## src/adc_host_pkg.sv

```systemverilog
// constants for the host controller of a half-flash 8-bit converter
// assumes a 40 MHz system clock; all times are in nanoseconds
package adc_host_pkg;
  localparam int unsigned CLK_PERIOD_NS = 25;
  // wishbone register offsets (byte addresses)
  localparam logic [3:0] CTRL_OFS = 4'h0;
  localparam logic [3:0] STATUS_OFS = 4'h4;
  localparam logic [3:0] RESULT_OFS = 4'h8;
  localparam logic [3:0] TIMING_OFS = 4'hC;
  // control bit positions
  localparam int unsigned CTRL_START_BIT = 0;
  localparam int unsigned CTRL_MODE_BIT = 1;
  localparam int unsigned CTRL_SLEEP_BIT = 2;
  localparam int unsigned CTRL_EXTTIME_BIT = 3;
  localparam logic [31:0] CTRL_RESET = 32'h0000_0000;
  // status bit positions
  localparam int unsigned STAT_BUSY_BIT = 0;
  localparam int unsigned STAT_DONE_BIT = 1;
  localparam int unsigned STAT_ASLEEP_BIT = 2;
  localparam int unsigned STAT_WAKING_BIT = 3;
  // timing figures
  localparam int unsigned WAKE_NS = 360;
  localparam int unsigned TRACK_NS = 160;
  localparam int unsigned WR_PULSE_NS = 250;
  localparam int unsigned WR_TO_RD_NS = 250;
  localparam int unsigned ACCESS_NS = 130;
  localparam int unsigned INT_WAIT_NS = 610;
  // least and longest times alike round up to whole clock cycles
  localparam int unsigned WAKE_CYC = (WAKE_NS + CLK_PERIOD_NS - 1) / CLK_PERIOD_NS;
  localparam int unsigned TRACK_CYC = (TRACK_NS + CLK_PERIOD_NS - 1) / CLK_PERIOD_NS;
  localparam int unsigned WR_PULSE_CYC = (WR_PULSE_NS + CLK_PERIOD_NS - 1) / CLK_PERIOD_NS;
  localparam int unsigned WR_TO_RD_CYC = (WR_TO_RD_NS + CLK_PERIOD_NS - 1) / CLK_PERIOD_NS;
  localparam int unsigned ACCESS_CYC = (ACCESS_NS + CLK_PERIOD_NS - 1) / CLK_PERIOD_NS;
  localparam int unsigned INT_WAIT_CYC = (INT_WAIT_NS + CLK_PERIOD_NS - 1) / CLK_PERIOD_NS;
  localparam int unsigned CNT_W = 8;
endpackage

```

## src/adc_pins_if.sv

```systemverilog
// bundle of synchronised converter pin levels passed from the top to the sampler
// assumes one clock domain
`timescale 1ns/1ps
`default_nettype none
interface adc_pins_if;
  logic [7:0] bus;
  logic done_n;
  logic ready;
  modport src (output bus, output done_n, output ready);
  modport dst (input bus, input done_n, input ready);
endinterface
`default_nettype wire

```

## src/pin_sync.sv

```systemverilog
// two-stage synchroniser for the converter's output pins
// assumes pins are asynchronous to CLK
`timescale 1ns/1ps
`default_nettype none
module pin_sync #(
  parameter int unsigned WIDTH = 10
) (
  input wire logic clk_in,
  input wire logic rst_n_in,
  input wire logic [WIDTH-1:0] pins_in,
  output logic [WIDTH-1:0] pins_out
);
  logic [WIDTH-1:0] meta_q;
  logic [WIDTH-1:0] sync_q;
  always_ff @(posedge clk_in or negedge rst_n_in) begin
    if (!rst_n_in) begin
      meta_q <= '0;
      sync_q <= '0;
    end else begin
      meta_q <= pins_in;
      sync_q <= meta_q;
    end
  end
  assign pins_out = sync_q;
endmodule
`default_nettype wire

```

## src/adc_host.sv

```systemverilog
// host controller driving a half-flash 8-bit converter through its bus pins
// assumes a wishbone classic master on the system side and the converter on the pins
//
// The Wishbone interface to the registers and the register addresses are this design's own decisions.
`timescale 1ns/1ps
`default_nettype none
// Summary of operation
// - mode strap low: read-controlled; high: write-then-read; default low
// - strobes count only while select is low; host asserts select each access made while awake
// - host keeps select high throughout sleep
// - host waits 360ns after wake before starting a conversion
// - host keeps select steady in sleep; read and write stay steady and mode follows control writes unless sleep is set in the cycle a start is taken
// - host allows 160ns tracking between conversions in read mode
// - read mode: read strobe fall starts conversion; hold it until data valid
// - external timing: host lowers read 250ns after write rises
// - write mode: host waits 160ns after done falls before next write
// - internal delay: host waits for done, then reads; done clears on rise
module adc_host
  import adc_host_pkg::*;
#(
  parameter int unsigned DATA_W = 8
) (
  input wire logic CLK_SYS_IN,
  input wire logic ARST_N_IN,
  input wire logic WB_CYC_IN,
  input wire logic WB_STB_IN,
  input wire logic WB_WE_IN,
  input wire logic [3:0] WB_ADR_IN,
  input wire logic [3:0] WB_SEL_IN,
  input wire logic [31:0] WB_DAT_IN,
  output logic [31:0] WB_DAT_OUT,
  output logic WB_ACK_OUT,
  input wire logic [DATA_W-1:0] RESULT_BUS_IN,
  input wire logic DONE_N_IN,
  input wire logic WR_RDY_IN,
  output logic WR_RDY_OUT,
  output logic WR_RDY_OE_OUT,
  output logic SELECT_N_OUT,
  output logic READ_N_OUT,
  output logic MODE_OUT,
  output logic SLEEP_N_OUT
);
  typedef enum logic [7:0] {
    ST_IDLE = 8'b0000_0001,
    ST_TRACK = 8'b0000_0010,
    ST_RD_WAIT = 8'b0000_0100,
    ST_WR_LOW = 8'b0000_1000,
    ST_WR_GAP = 8'b0001_0000,
    ST_WR_DONE = 8'b0010_0000,
    ST_RD_ACC = 8'b0100_0000,
    ST_RELEASE = 8'b1000_0000
  } state_t;

  logic [1:0] rst_sync_q;
  logic rst_n;
  always_ff @(posedge CLK_SYS_IN or negedge ARST_N_IN) begin
    if (!ARST_N_IN) begin
      rst_sync_q <= 2'b00;
    end else begin
      rst_sync_q <= {rst_sync_q[0], 1'b1};
    end
  end
  assign rst_n = rst_sync_q[1];

  // pins come from the converter's own timing, so they pass two flops first
  adc_pins_if pins ();
  logic [DATA_W+1:0] sync_w;
  pin_sync #(.WIDTH(DATA_W + 2)) u_sync (
    .clk_in(CLK_SYS_IN),
    .rst_n_in(rst_n),
    .pins_in({DONE_N_IN, WR_RDY_IN, RESULT_BUS_IN}),
    .pins_out(sync_w)
  );
  assign pins.bus = sync_w[DATA_W-1:0];
  assign pins.ready = sync_w[DATA_W];
  assign pins.done_n = sync_w[DATA_W+1];

  state_t state_q, state_d;
  logic [CNT_W-1:0] cnt_q, cnt_d;
  logic [CNT_W-1:0] wake_q;
  logic mode_q, sleep_q, ext_q, start_q;
  logic done_q, timeout_q;
  logic [DATA_W-1:0] result_q;
  logic ack_q;

  // bus decode
  logic wb_req, wb_wr, sel_ctrl, sel_stat, sel_res, sel_tim;
  assign wb_req = WB_CYC_IN && WB_STB_IN && !ack_q;
  assign wb_wr = wb_req && WB_WE_IN && WB_SEL_IN[0];
  assign sel_ctrl = (WB_ADR_IN == CTRL_OFS);
  assign sel_stat = (WB_ADR_IN == STATUS_OFS);
  assign sel_res = (WB_ADR_IN == RESULT_OFS);
  assign sel_tim = (WB_ADR_IN == TIMING_OFS);

  logic busy, asleep, waking, ctrl_wr, start_req, done_set, res_rd;
  assign busy = (state_q != ST_IDLE);
  assign asleep = !sleep_q;
  assign waking = (wake_q != '0);
  assign ctrl_wr = wb_wr && sel_ctrl;
  // start is refused while asleep or waking, holding select high in sleep
  assign start_req = start_q && !busy && !asleep && !waking;
  assign res_rd = wb_req && !WB_WE_IN && sel_res;

  logic [31:0] rd_data;
  // bit 2 reads back as written: one means asleep
  assign rd_data = sel_ctrl ? {28'h000_0000, ext_q, asleep, mode_q, start_q} :
                   sel_stat ? {27'h000_0000, timeout_q, waking, asleep, done_q, busy} :
                   sel_res ? {{(32-DATA_W){1'b0}}, result_q} :
                   sel_tim ? {{(32-CNT_W){1'b0}}, cnt_q} : 32'h0000_0000;

  always_ff @(posedge CLK_SYS_IN or negedge rst_n) begin
    if (!rst_n) begin
      ack_q <= 1'b0;
      WB_DAT_OUT <= 32'h0000_0000;
    end else begin
      ack_q <= wb_req;
      WB_DAT_OUT <= wb_req ? rd_data : WB_DAT_OUT;
    end
  end
  assign WB_ACK_OUT = ack_q;

  // control register; start self-clears once taken unless a control write lands that cycle, sleep wake default high
  always_ff @(posedge CLK_SYS_IN or negedge rst_n) begin
    if (!rst_n) begin
      mode_q <= CTRL_RESET[CTRL_MODE_BIT];
      sleep_q <= 1'b1;
      ext_q <= CTRL_RESET[CTRL_EXTTIME_BIT];
      start_q <= CTRL_RESET[CTRL_START_BIT];
    end else if (ctrl_wr) begin
      mode_q <= busy ? mode_q : WB_DAT_IN[CTRL_MODE_BIT];
      sleep_q <= busy ? sleep_q : !WB_DAT_IN[CTRL_SLEEP_BIT];
      ext_q <= WB_DAT_IN[CTRL_EXTTIME_BIT];
      start_q <= WB_DAT_IN[CTRL_START_BIT] | start_q;
    end else if (start_req) begin
      start_q <= 1'b0;
    end
  end

  // wake-up hold-off counts down after sleep is released
  always_ff @(posedge CLK_SYS_IN or negedge rst_n) begin
    if (!rst_n) begin
      wake_q <= '0;
    end else if (asleep) begin
      wake_q <= CNT_W'(WAKE_CYC);
    end else if (waking) begin
      wake_q <= wake_q - 1'b1;
    end
  end

  // sequencer
  logic cnt_zero;
  assign cnt_zero = (cnt_q == '0);
  always_comb begin
    state_d = state_q;
    cnt_d = cnt_zero ? cnt_q : cnt_q - 1'b1;
    case (state_q)
      ST_IDLE: begin
        if (start_req) begin
          state_d = ST_TRACK;
          cnt_d = CNT_W'(TRACK_CYC);
        end
      end
      ST_TRACK: begin
        if (cnt_zero) begin
          if (mode_q) begin
            state_d = ST_WR_LOW;
            cnt_d = CNT_W'(WR_PULSE_CYC);
          end else begin
            state_d = ST_RD_WAIT;
            cnt_d = CNT_W'(INT_WAIT_CYC);
          end
        end
      end
      ST_RD_WAIT: begin
        // read strobe held low until ready releases and done falls
        if ((pins.ready && !pins.done_n) || cnt_zero) begin
          state_d = ST_RD_ACC;
          cnt_d = CNT_W'(ACCESS_CYC);
        end
      end
      ST_WR_LOW: begin
        if (cnt_zero) begin
          state_d = ext_q ? ST_WR_GAP : ST_WR_DONE;
          cnt_d = ext_q ? CNT_W'(WR_TO_RD_CYC) : CNT_W'(INT_WAIT_CYC);
        end
      end
      ST_WR_GAP: begin
        if (cnt_zero) begin
          state_d = ST_RD_ACC;
          cnt_d = CNT_W'(ACCESS_CYC);
        end
      end
      ST_WR_DONE: begin
        if (!pins.done_n || cnt_zero) begin
          state_d = ST_RD_ACC;
          cnt_d = CNT_W'(ACCESS_CYC);
        end
      end
      ST_RD_ACC: begin
        if (cnt_zero) begin
          state_d = ST_RELEASE;
        end
      end
      ST_RELEASE: begin
        state_d = ST_IDLE;
      end
      default: begin
        state_d = ST_IDLE;
      end
    endcase
  end

  logic timed_out;
  assign timed_out = cnt_zero && pins.done_n &&
                     ((state_q == ST_RD_WAIT) || (state_q == ST_WR_DONE));
  assign done_set = (state_q == ST_RD_ACC) && cnt_zero;

  always_ff @(posedge CLK_SYS_IN or negedge rst_n) begin
    if (!rst_n) begin
      state_q <= ST_IDLE;
      cnt_q <= '0;
    end else begin
      state_q <= state_d;
      cnt_q <= cnt_d;
    end
  end

  // both nibbles are present on the bus by now, upper in lines 7..4
  always_ff @(posedge CLK_SYS_IN or negedge rst_n) begin
    if (!rst_n) begin
      result_q <= '0;
    end else if (done_set) begin
      result_q <= pins.bus;
    end
  end

  // set wins over the clear that a result read gives
  always_ff @(posedge CLK_SYS_IN or negedge rst_n) begin
    if (!rst_n) begin
      done_q <= 1'b0;
      timeout_q <= 1'b0;
    end else begin
      done_q <= done_set | (done_q & !res_rd);
      timeout_q <= timed_out | (timeout_q & !res_rd);
    end
  end

  // pin drive; select only low during an access, never in sleep
  logic access;
  // taken from the next state so select moves on the same edge as the strobes
  assign access = (state_d != ST_IDLE) && (state_d != ST_TRACK) &&
                  (state_d != ST_RELEASE);
  always_ff @(posedge CLK_SYS_IN or negedge rst_n) begin
    if (!rst_n) begin
      SELECT_N_OUT <= 1'b1;
      READ_N_OUT <= 1'b1;
      WR_RDY_OUT <= 1'b1;
      WR_RDY_OE_OUT <= 1'b0;
      MODE_OUT <= 1'b0;
      SLEEP_N_OUT <= 1'b1;
    end else begin
      SELECT_N_OUT <= !(access && !asleep);
      READ_N_OUT <= !((state_d == ST_RD_WAIT) || (state_d == ST_RD_ACC));
      WR_RDY_OUT <= !(state_d == ST_WR_LOW);
      // in read mode the pin is the converter's ready output, so never drive it
      WR_RDY_OE_OUT <= mode_q;
      MODE_OUT <= mode_q;
      SLEEP_N_OUT <= sleep_q;
    end
  end
endmodule
`default_nettype wire

```

## config.mk

```make
export PLATFORM = sky130hd
export DESIGN_NAME = adc_host
export DESIGN_NICKNAME = d
export VERILOG_FILES = /design/src/adc_host_pkg.sv /design/src/adc_pins_if.sv /design/src/pin_sync.sv /design/src/adc_host.sv
export SDC_FILE = /design/constraint.sdc
export NUM_CORES = 1
export LEC_CHECK = 0
export ABC_AREA = 0
export BUFFER_PORTS_ARGS = -buffer_cell sky130_fd_sc_hd__buf_2
export CORE_MARGIN = 4
export CORE_UTILIZATION = 35
export CTS_CLUSTER_DIAMETER = 60
export DETAILED_ROUTE_END_ITERATION = 6
export PLACE_DENSITY = 0.65
export SKIP_LAST_GASP = 1
export SYNTH_ARGS = -nofsm -noshare
export SYNTH_HDL_FRONTEND = slang
export SYNTH_SLANG_ARGS = --single-unit
```

## constraint.sdc

```tcl
create_clock -name CLK_SYS_IN -period 5.3 [get_ports CLK_SYS_IN]
set_input_delay 0.265 -clock CLK_SYS_IN [delete_from_list [all_inputs] [get_ports CLK_SYS_IN]]
set_output_delay 0.265 -clock CLK_SYS_IN [all_outputs]
set_load 0.01 [all_outputs]
```

* After elaboration in Yosys (flattened, before gate mapping) *
Index checks and enable logic that the tools add are counted.

storage, ports and cells
  input port bits = 55
  output and inout port bits = 39
  register bits = 98

operators by class
  add/subtract/negate cells = 2
  bitwise operators = 6
  equal/unequal tests = 18
  reductions and logical operators = 37
  muxes and demuxes = 28

operator list
  kind                                                    number
  2-to-1 mux 8 bit                                        20
  case mux 8 bit (7 select lines)                         1
  case mux 8 bit (6 select lines)                         1
  logical AND 1 bit                                       17
  == test 8 x 3 -> 1 bit (second input constant)          2
  == test 8 x 4 -> 1 bit (second input constant)          2
  == test 8 x 7 -> 1 bit (second input constant)          2
  inequality test 8 x 1 -> 1 bit (second input constant)  2
  subtractor 8 x 1 -> 8 bit (second input constant)       2
  logical NOT 1 bit                                       11
  2-to-1 mux 5 bit                                        2
  == test 4 bit (second input constant)                   2
  == test 8 x 1 -> 1 bit (second input constant)          1
  == test 8 x 2 -> 1 bit (second input constant)          1
  == test 8 x 5 -> 1 bit (second input constant)          1
  == test 8 x 6 -> 1 bit (second input constant)          1
  logical NOT 8 bit                                       1
  inequality test 8 x 2 -> 1 bit (second input constant)  1
  inequality test 8 bit (second input constant)           1
  nonzero test 8 bit                                      1
  2-to-1 mux 6 bit                                        1
  == test 4 x 3 -> 1 bit (second input constant)          1
  logical NOT 4 bit                                       1
  logical OR 1 bit                                        4
  8 further kinds                                         12

* Logic depth before layout (Yosys ltp) *
  depth in word-level cells = 12
  mapped depth = 10
  gate-level depth less buffers = 8

* Modules after synthesis *
From an unflattened synthesis, not the netlist that was laid out.

second synthesis, totals
  cell total of the unflattened synthesis = 318
  area, all modules = 3,462.1 µm²

by module, submodules not included
  module    cells an instance  instances  area an instance (µm²)
  adc_host  298                1          2,961.6
  pin_sync  20                 1          500.5

* Least setup slack after synthesis *
OpenSTA, ideal clock, no wires.

  path type = register to register
  from = register cnt_q[6]
  to = register cnt_q[0]
  stages on the path, launching flop included = 9
  required time = 5.171 ns
  path slack = 2.801 ns
  arrival time = 2.370 ns
  setup time = 0.129 ns
  clock period less this slack = 2.499 ns
  path through = dfrtp_1 -> or4_1 -> nor3_1 -> clkbuf_1 -> inv_1 -> clkbuf_1 -> ha_1 -> a31oi_1 -> a2111o_1

between the ends
  cells in the longest elaborated chain, start to end = 4

ends and longest elaborated chain
  element                                   line             text
  from (decl)                               adc_host.sv:79   logic [CNT_W-1:0] cnt_q, cnt_d;
  from (signal assigned)                    adc_host.sv:224  cnt_q <= cnt_d;
  logical NOT 8 bit (*)                     adc_host.sv:152  assign cnt_zero = (cnt_q == '0);
  2-to-1 mux 8 bit (tied with other cells)  adc_host.sv:155  cnt_d = cnt_zero ? cnt_q : cnt_q - 1'b1;
  2-to-1 mux 8 bit (tied with other cells)  adc_host.sv:194  if (!pins.done_n || cnt_zero) begin
  case mux 8 bit (6 select lines) (*)       adc_host.sv:156  case (state_q)
  net cnt_d[0]                              adc_host.sv:79

The timed path passes the listed nets; every way through them passes the cells marked *.
A chain may end at the register's enable or synchronous reset.

* Final worst setup path *
  from = register state_q[2]
  to = register result_q[2]

between the ends
  cells in the longest elaborated chain, start to end = 2

ends and longest elaborated chain
  element                 line             text
  from (decl)             adc_host.sv:78   state_t state_q, state_d;
  from (signal assigned)  adc_host.sv:223  state_q <= state_d;
  == test 8 x 7 -> 1 bit  adc_host.sv:216  assign done_set = (state_q == ST_RD_ACC) && cnt_zero;
  logical AND 1 bit       adc_host.sv:216
  to (signal assigned)    adc_host.sv:233  result_q <= pins.bus;
  to (decl)               adc_host.sv:83   logic [DATA_W-1:0] result_q;

Every way passes these cells.

==> impl_metrics.ini <==
[worst_setup_path]
arrival_ns = 3.30
crit_path_max_fanout = 11
end_kind = flop
rr_worst_depth = 5
crit_chain = or4_4, or3_1, or3b_4, nor2_1, mux2_2
slowest_stage = nor2_1
cp-start-kind = flop
path_class = flop to flop
crit_path_max_incr_delay_ns = 0.71
required_ns = 5.52

[cells_and_area]
multiInputGateArea_mm2 = 0.00142
drive_gt1_share_pct = 22.9
seq_area_mm2 = 0.00186
design_area_mm2 = 0.00390
fin_nets = 407
area_delta_synth_final_pct = 12.4
n_antenna_cell = 0
fill_cells = 953

[synthesis]
ys_ff_latch = 74
ys_seq_area_share_pct = 53.5
synth_cells = 310
synth_edf_count = 0
ys.flop_type = dfrtp_1
synth_common_cells = dfrtp_1, buf_4, nand2_1, nor2_1, o21ai_0
syn_area_mm2 = 0.00347
ys_top_cells_by_area = dfrtp_1, buf_4, dfstp_2, mux2_2, o21ai_0
ys_async_sr_fraction_pct = 100
yosysTopAreaCellShare_pct = 49.0
synth.distinct_cells = 55
synth.most_common_cell = dfrtp_1
yosysTopAreaCell = dfrtp_1
avgSynthCellArea_um2 = 11.2
ys_warn_count = 0

[pwr]
p_leak_nw = 1.80
ir_worst_vdd_uv = 301
powerDensity_mw_per_mm2 = 371

[routing]
drc_errors = 0
vias = 2389
wirelength_um = 6990
wire_per_inst_um = 14.4
drtIter0Drc = 127
ant_nets = 0
post_drt_via_cell_ratio = 4.92
drt-pass1-iter-count = 4

[clock_network]
cts_tree = built
htreeDepth = 3
cts_resized = 0
clk_path_buf_depth = 2
ctsHoldBuffers = 1
clk_pin_slew_ns = 0.08
cts_sinks = 74
post-cts-setup-buffers = 0
cts-root-buf = clkbuf_8
cts_buffers = 9
clkLatencyLatePin_ns = 0.34

[grt]
grt_max_degree = 73
grt_overflow = 0
track_usage_pct = 12.7
grt_pass1_vias = 2374
antenna_found_initial = 0
grtUsageMet2_pct = 20.3
met3_usage_pct = 2.76
use_met1_pct = 17.0
busiest_layer = met2
grt_pass1_wl_um = 11600

[job]
max-cap-violations = 0

[place]
hpwl_um = 5040
place.gp.congestion = 0.856
port_buffers = 38
place_area_mm2 = 0.00369

[die]
dieArea_mm2 = 0.0116
die_h_um = 108
start_util_pct = 35.7
die_w_um = 108
core_area_mm2 = 0.00973
fp-row-count = 36
io_pins = 94

[sta]
hold_viol = 0
fin_skew_ns = 0.0100
drv_slew = 0
fmax_mhz = 325
fin_crit_sh_pct = 58.1
setup_viol = 0
layout_min_cycle_time_ns = 3.08
worstMarginPinSlew_ns = 0.921
tns_ns = 0
rsz0062_at_grt = false
slew_headroom_pct = 38.4

[min_path]
whs_path_depth = 1
min_path_type = input pin to flop

[run_status]
status = completed
## cell type report
type	instances	area share (%)
timing repair buffer	41	5.51
sequential	74	47.7
clock buffer	11	3.62
clock inverter	5	1.57
inverter	10	0.962
multi-input combinational	212	36.4
tap	133	4.26
## metal layers
layer | up-vias | routed length, um
met5 | - | 0
met4 | 0 | 112
met3 | 9 | 424
met2 | 74 | 3380
met1 | 1170 | 3070
li1 | 1136 | -
## stage by stage
stage          hold slack, ns  utilization (%)  worst slack (ns)  power, W  std cells
6_report               0.0188             40.1              2.22   0.00145        486
3_5_place_dp           0.0515             37.9              2.22   0.00102        469
2_1_floorplan         -0.0306                -              2.80  0.000946        333
3_3_place_gp           0.0497             37.9              2.24   0.00101        469
5_1_grt               0.00156             40.1              2.09   0.00154        486
4_1_cts               0.00306             40.1              2.19   0.00146        486
## cell families after synthesis
group	count (synthesis)	share of synthesized area [%]
AO/OA/AOI/OAI	55	11.1
XOR/XNOR	12	3.03
adder cells (fa/ha/maj)	4	1.44
buffers and inverters	47	8.07
flip-flops	74	53.5
multiplexers	21	7.60
other	2	0.216
AND/OR/NAND/NOR	95	15.1
## flip-flops by register name (all words and copies together) (netlist names)
register / cells
cnt_q: 8
WR_RDY_OUT: 1
ext_q: 1
SELECT_N_OUT: 1
done_q: 1
u_sync.pins_out: 10
mode_q: 1
wake_q: 8
result_q: 8
sleep_q: 1
u_sync.meta_q: 10
start_q: 1
MODE_OUT: 1
READ_N_OUT: 1
WB_ACK_OUT: 1
state_q: 8
rst_sync_q: 2
timeout_q: 1
SLEEP_N_OUT: 1
WB_DAT_OUT: 8
## critical path: cells and delay by family, from the launching register on
kind	cells	cell delay, ns
flops	1	0.49
mux	1	0.42
simple gates	4	2.05
## where the power goes
| part | internal, W | leakage [nW] | switching [W] | total (W) |
|---|---|---|---|---|
| clock | 0.000232 | 0.0922 | 0.000209 | 0.000441 |
| sequential | 0.000645 | 0.918 | 0.0000889 | 0.000734 |
| combinational | 0.000133 | 0.788 | 0.000139 | 0.000272 |
## worst paths after layout
check,start,end,slack (ns)
max,state_q[2],result_q[2],2.22
min,RESULT_BUS_IN[7],u_sync.meta_q[7],0.02
max reg2reg,state_q[2],result_q[2],2.22
min reg2reg,u_sync.meta_q[3],u_sync.pins_out[3],0.35
max in group asynchronous,rst_sync_q[1],state_q[3],4.26
min in group asynchronous,ARST_N_IN,rst_sync_q[1],0.21
## placed cells by master, fill, tap and decap left out, types with 3 or more instances in the layout
master,n
nand3_1,5
dfstp_2,6
or3_1,7
xnor2_1,3
nand2_1,18
nand2b_1,4
nor3_1,7
o21ai_0,16
a211oi_1,3
or4_1,4
inv_1,10
nor4_1,5
a22o_1,5
mux4_2,3
nand4_1,5
a31oi_1,3
ha_1,4
mux2i_1,5
clkinvlp_4,3
mux2_2,13
nor2_1,18
nor2b_1,5
clkbuf_8,10
dfrtp_1,67
o211ai_1,3
o31ai_1,4
a21oi_1,4
xor2_1,9
conb_1,25
buf_2,38
No activity file was read; power rests on OpenSTA's default activity.
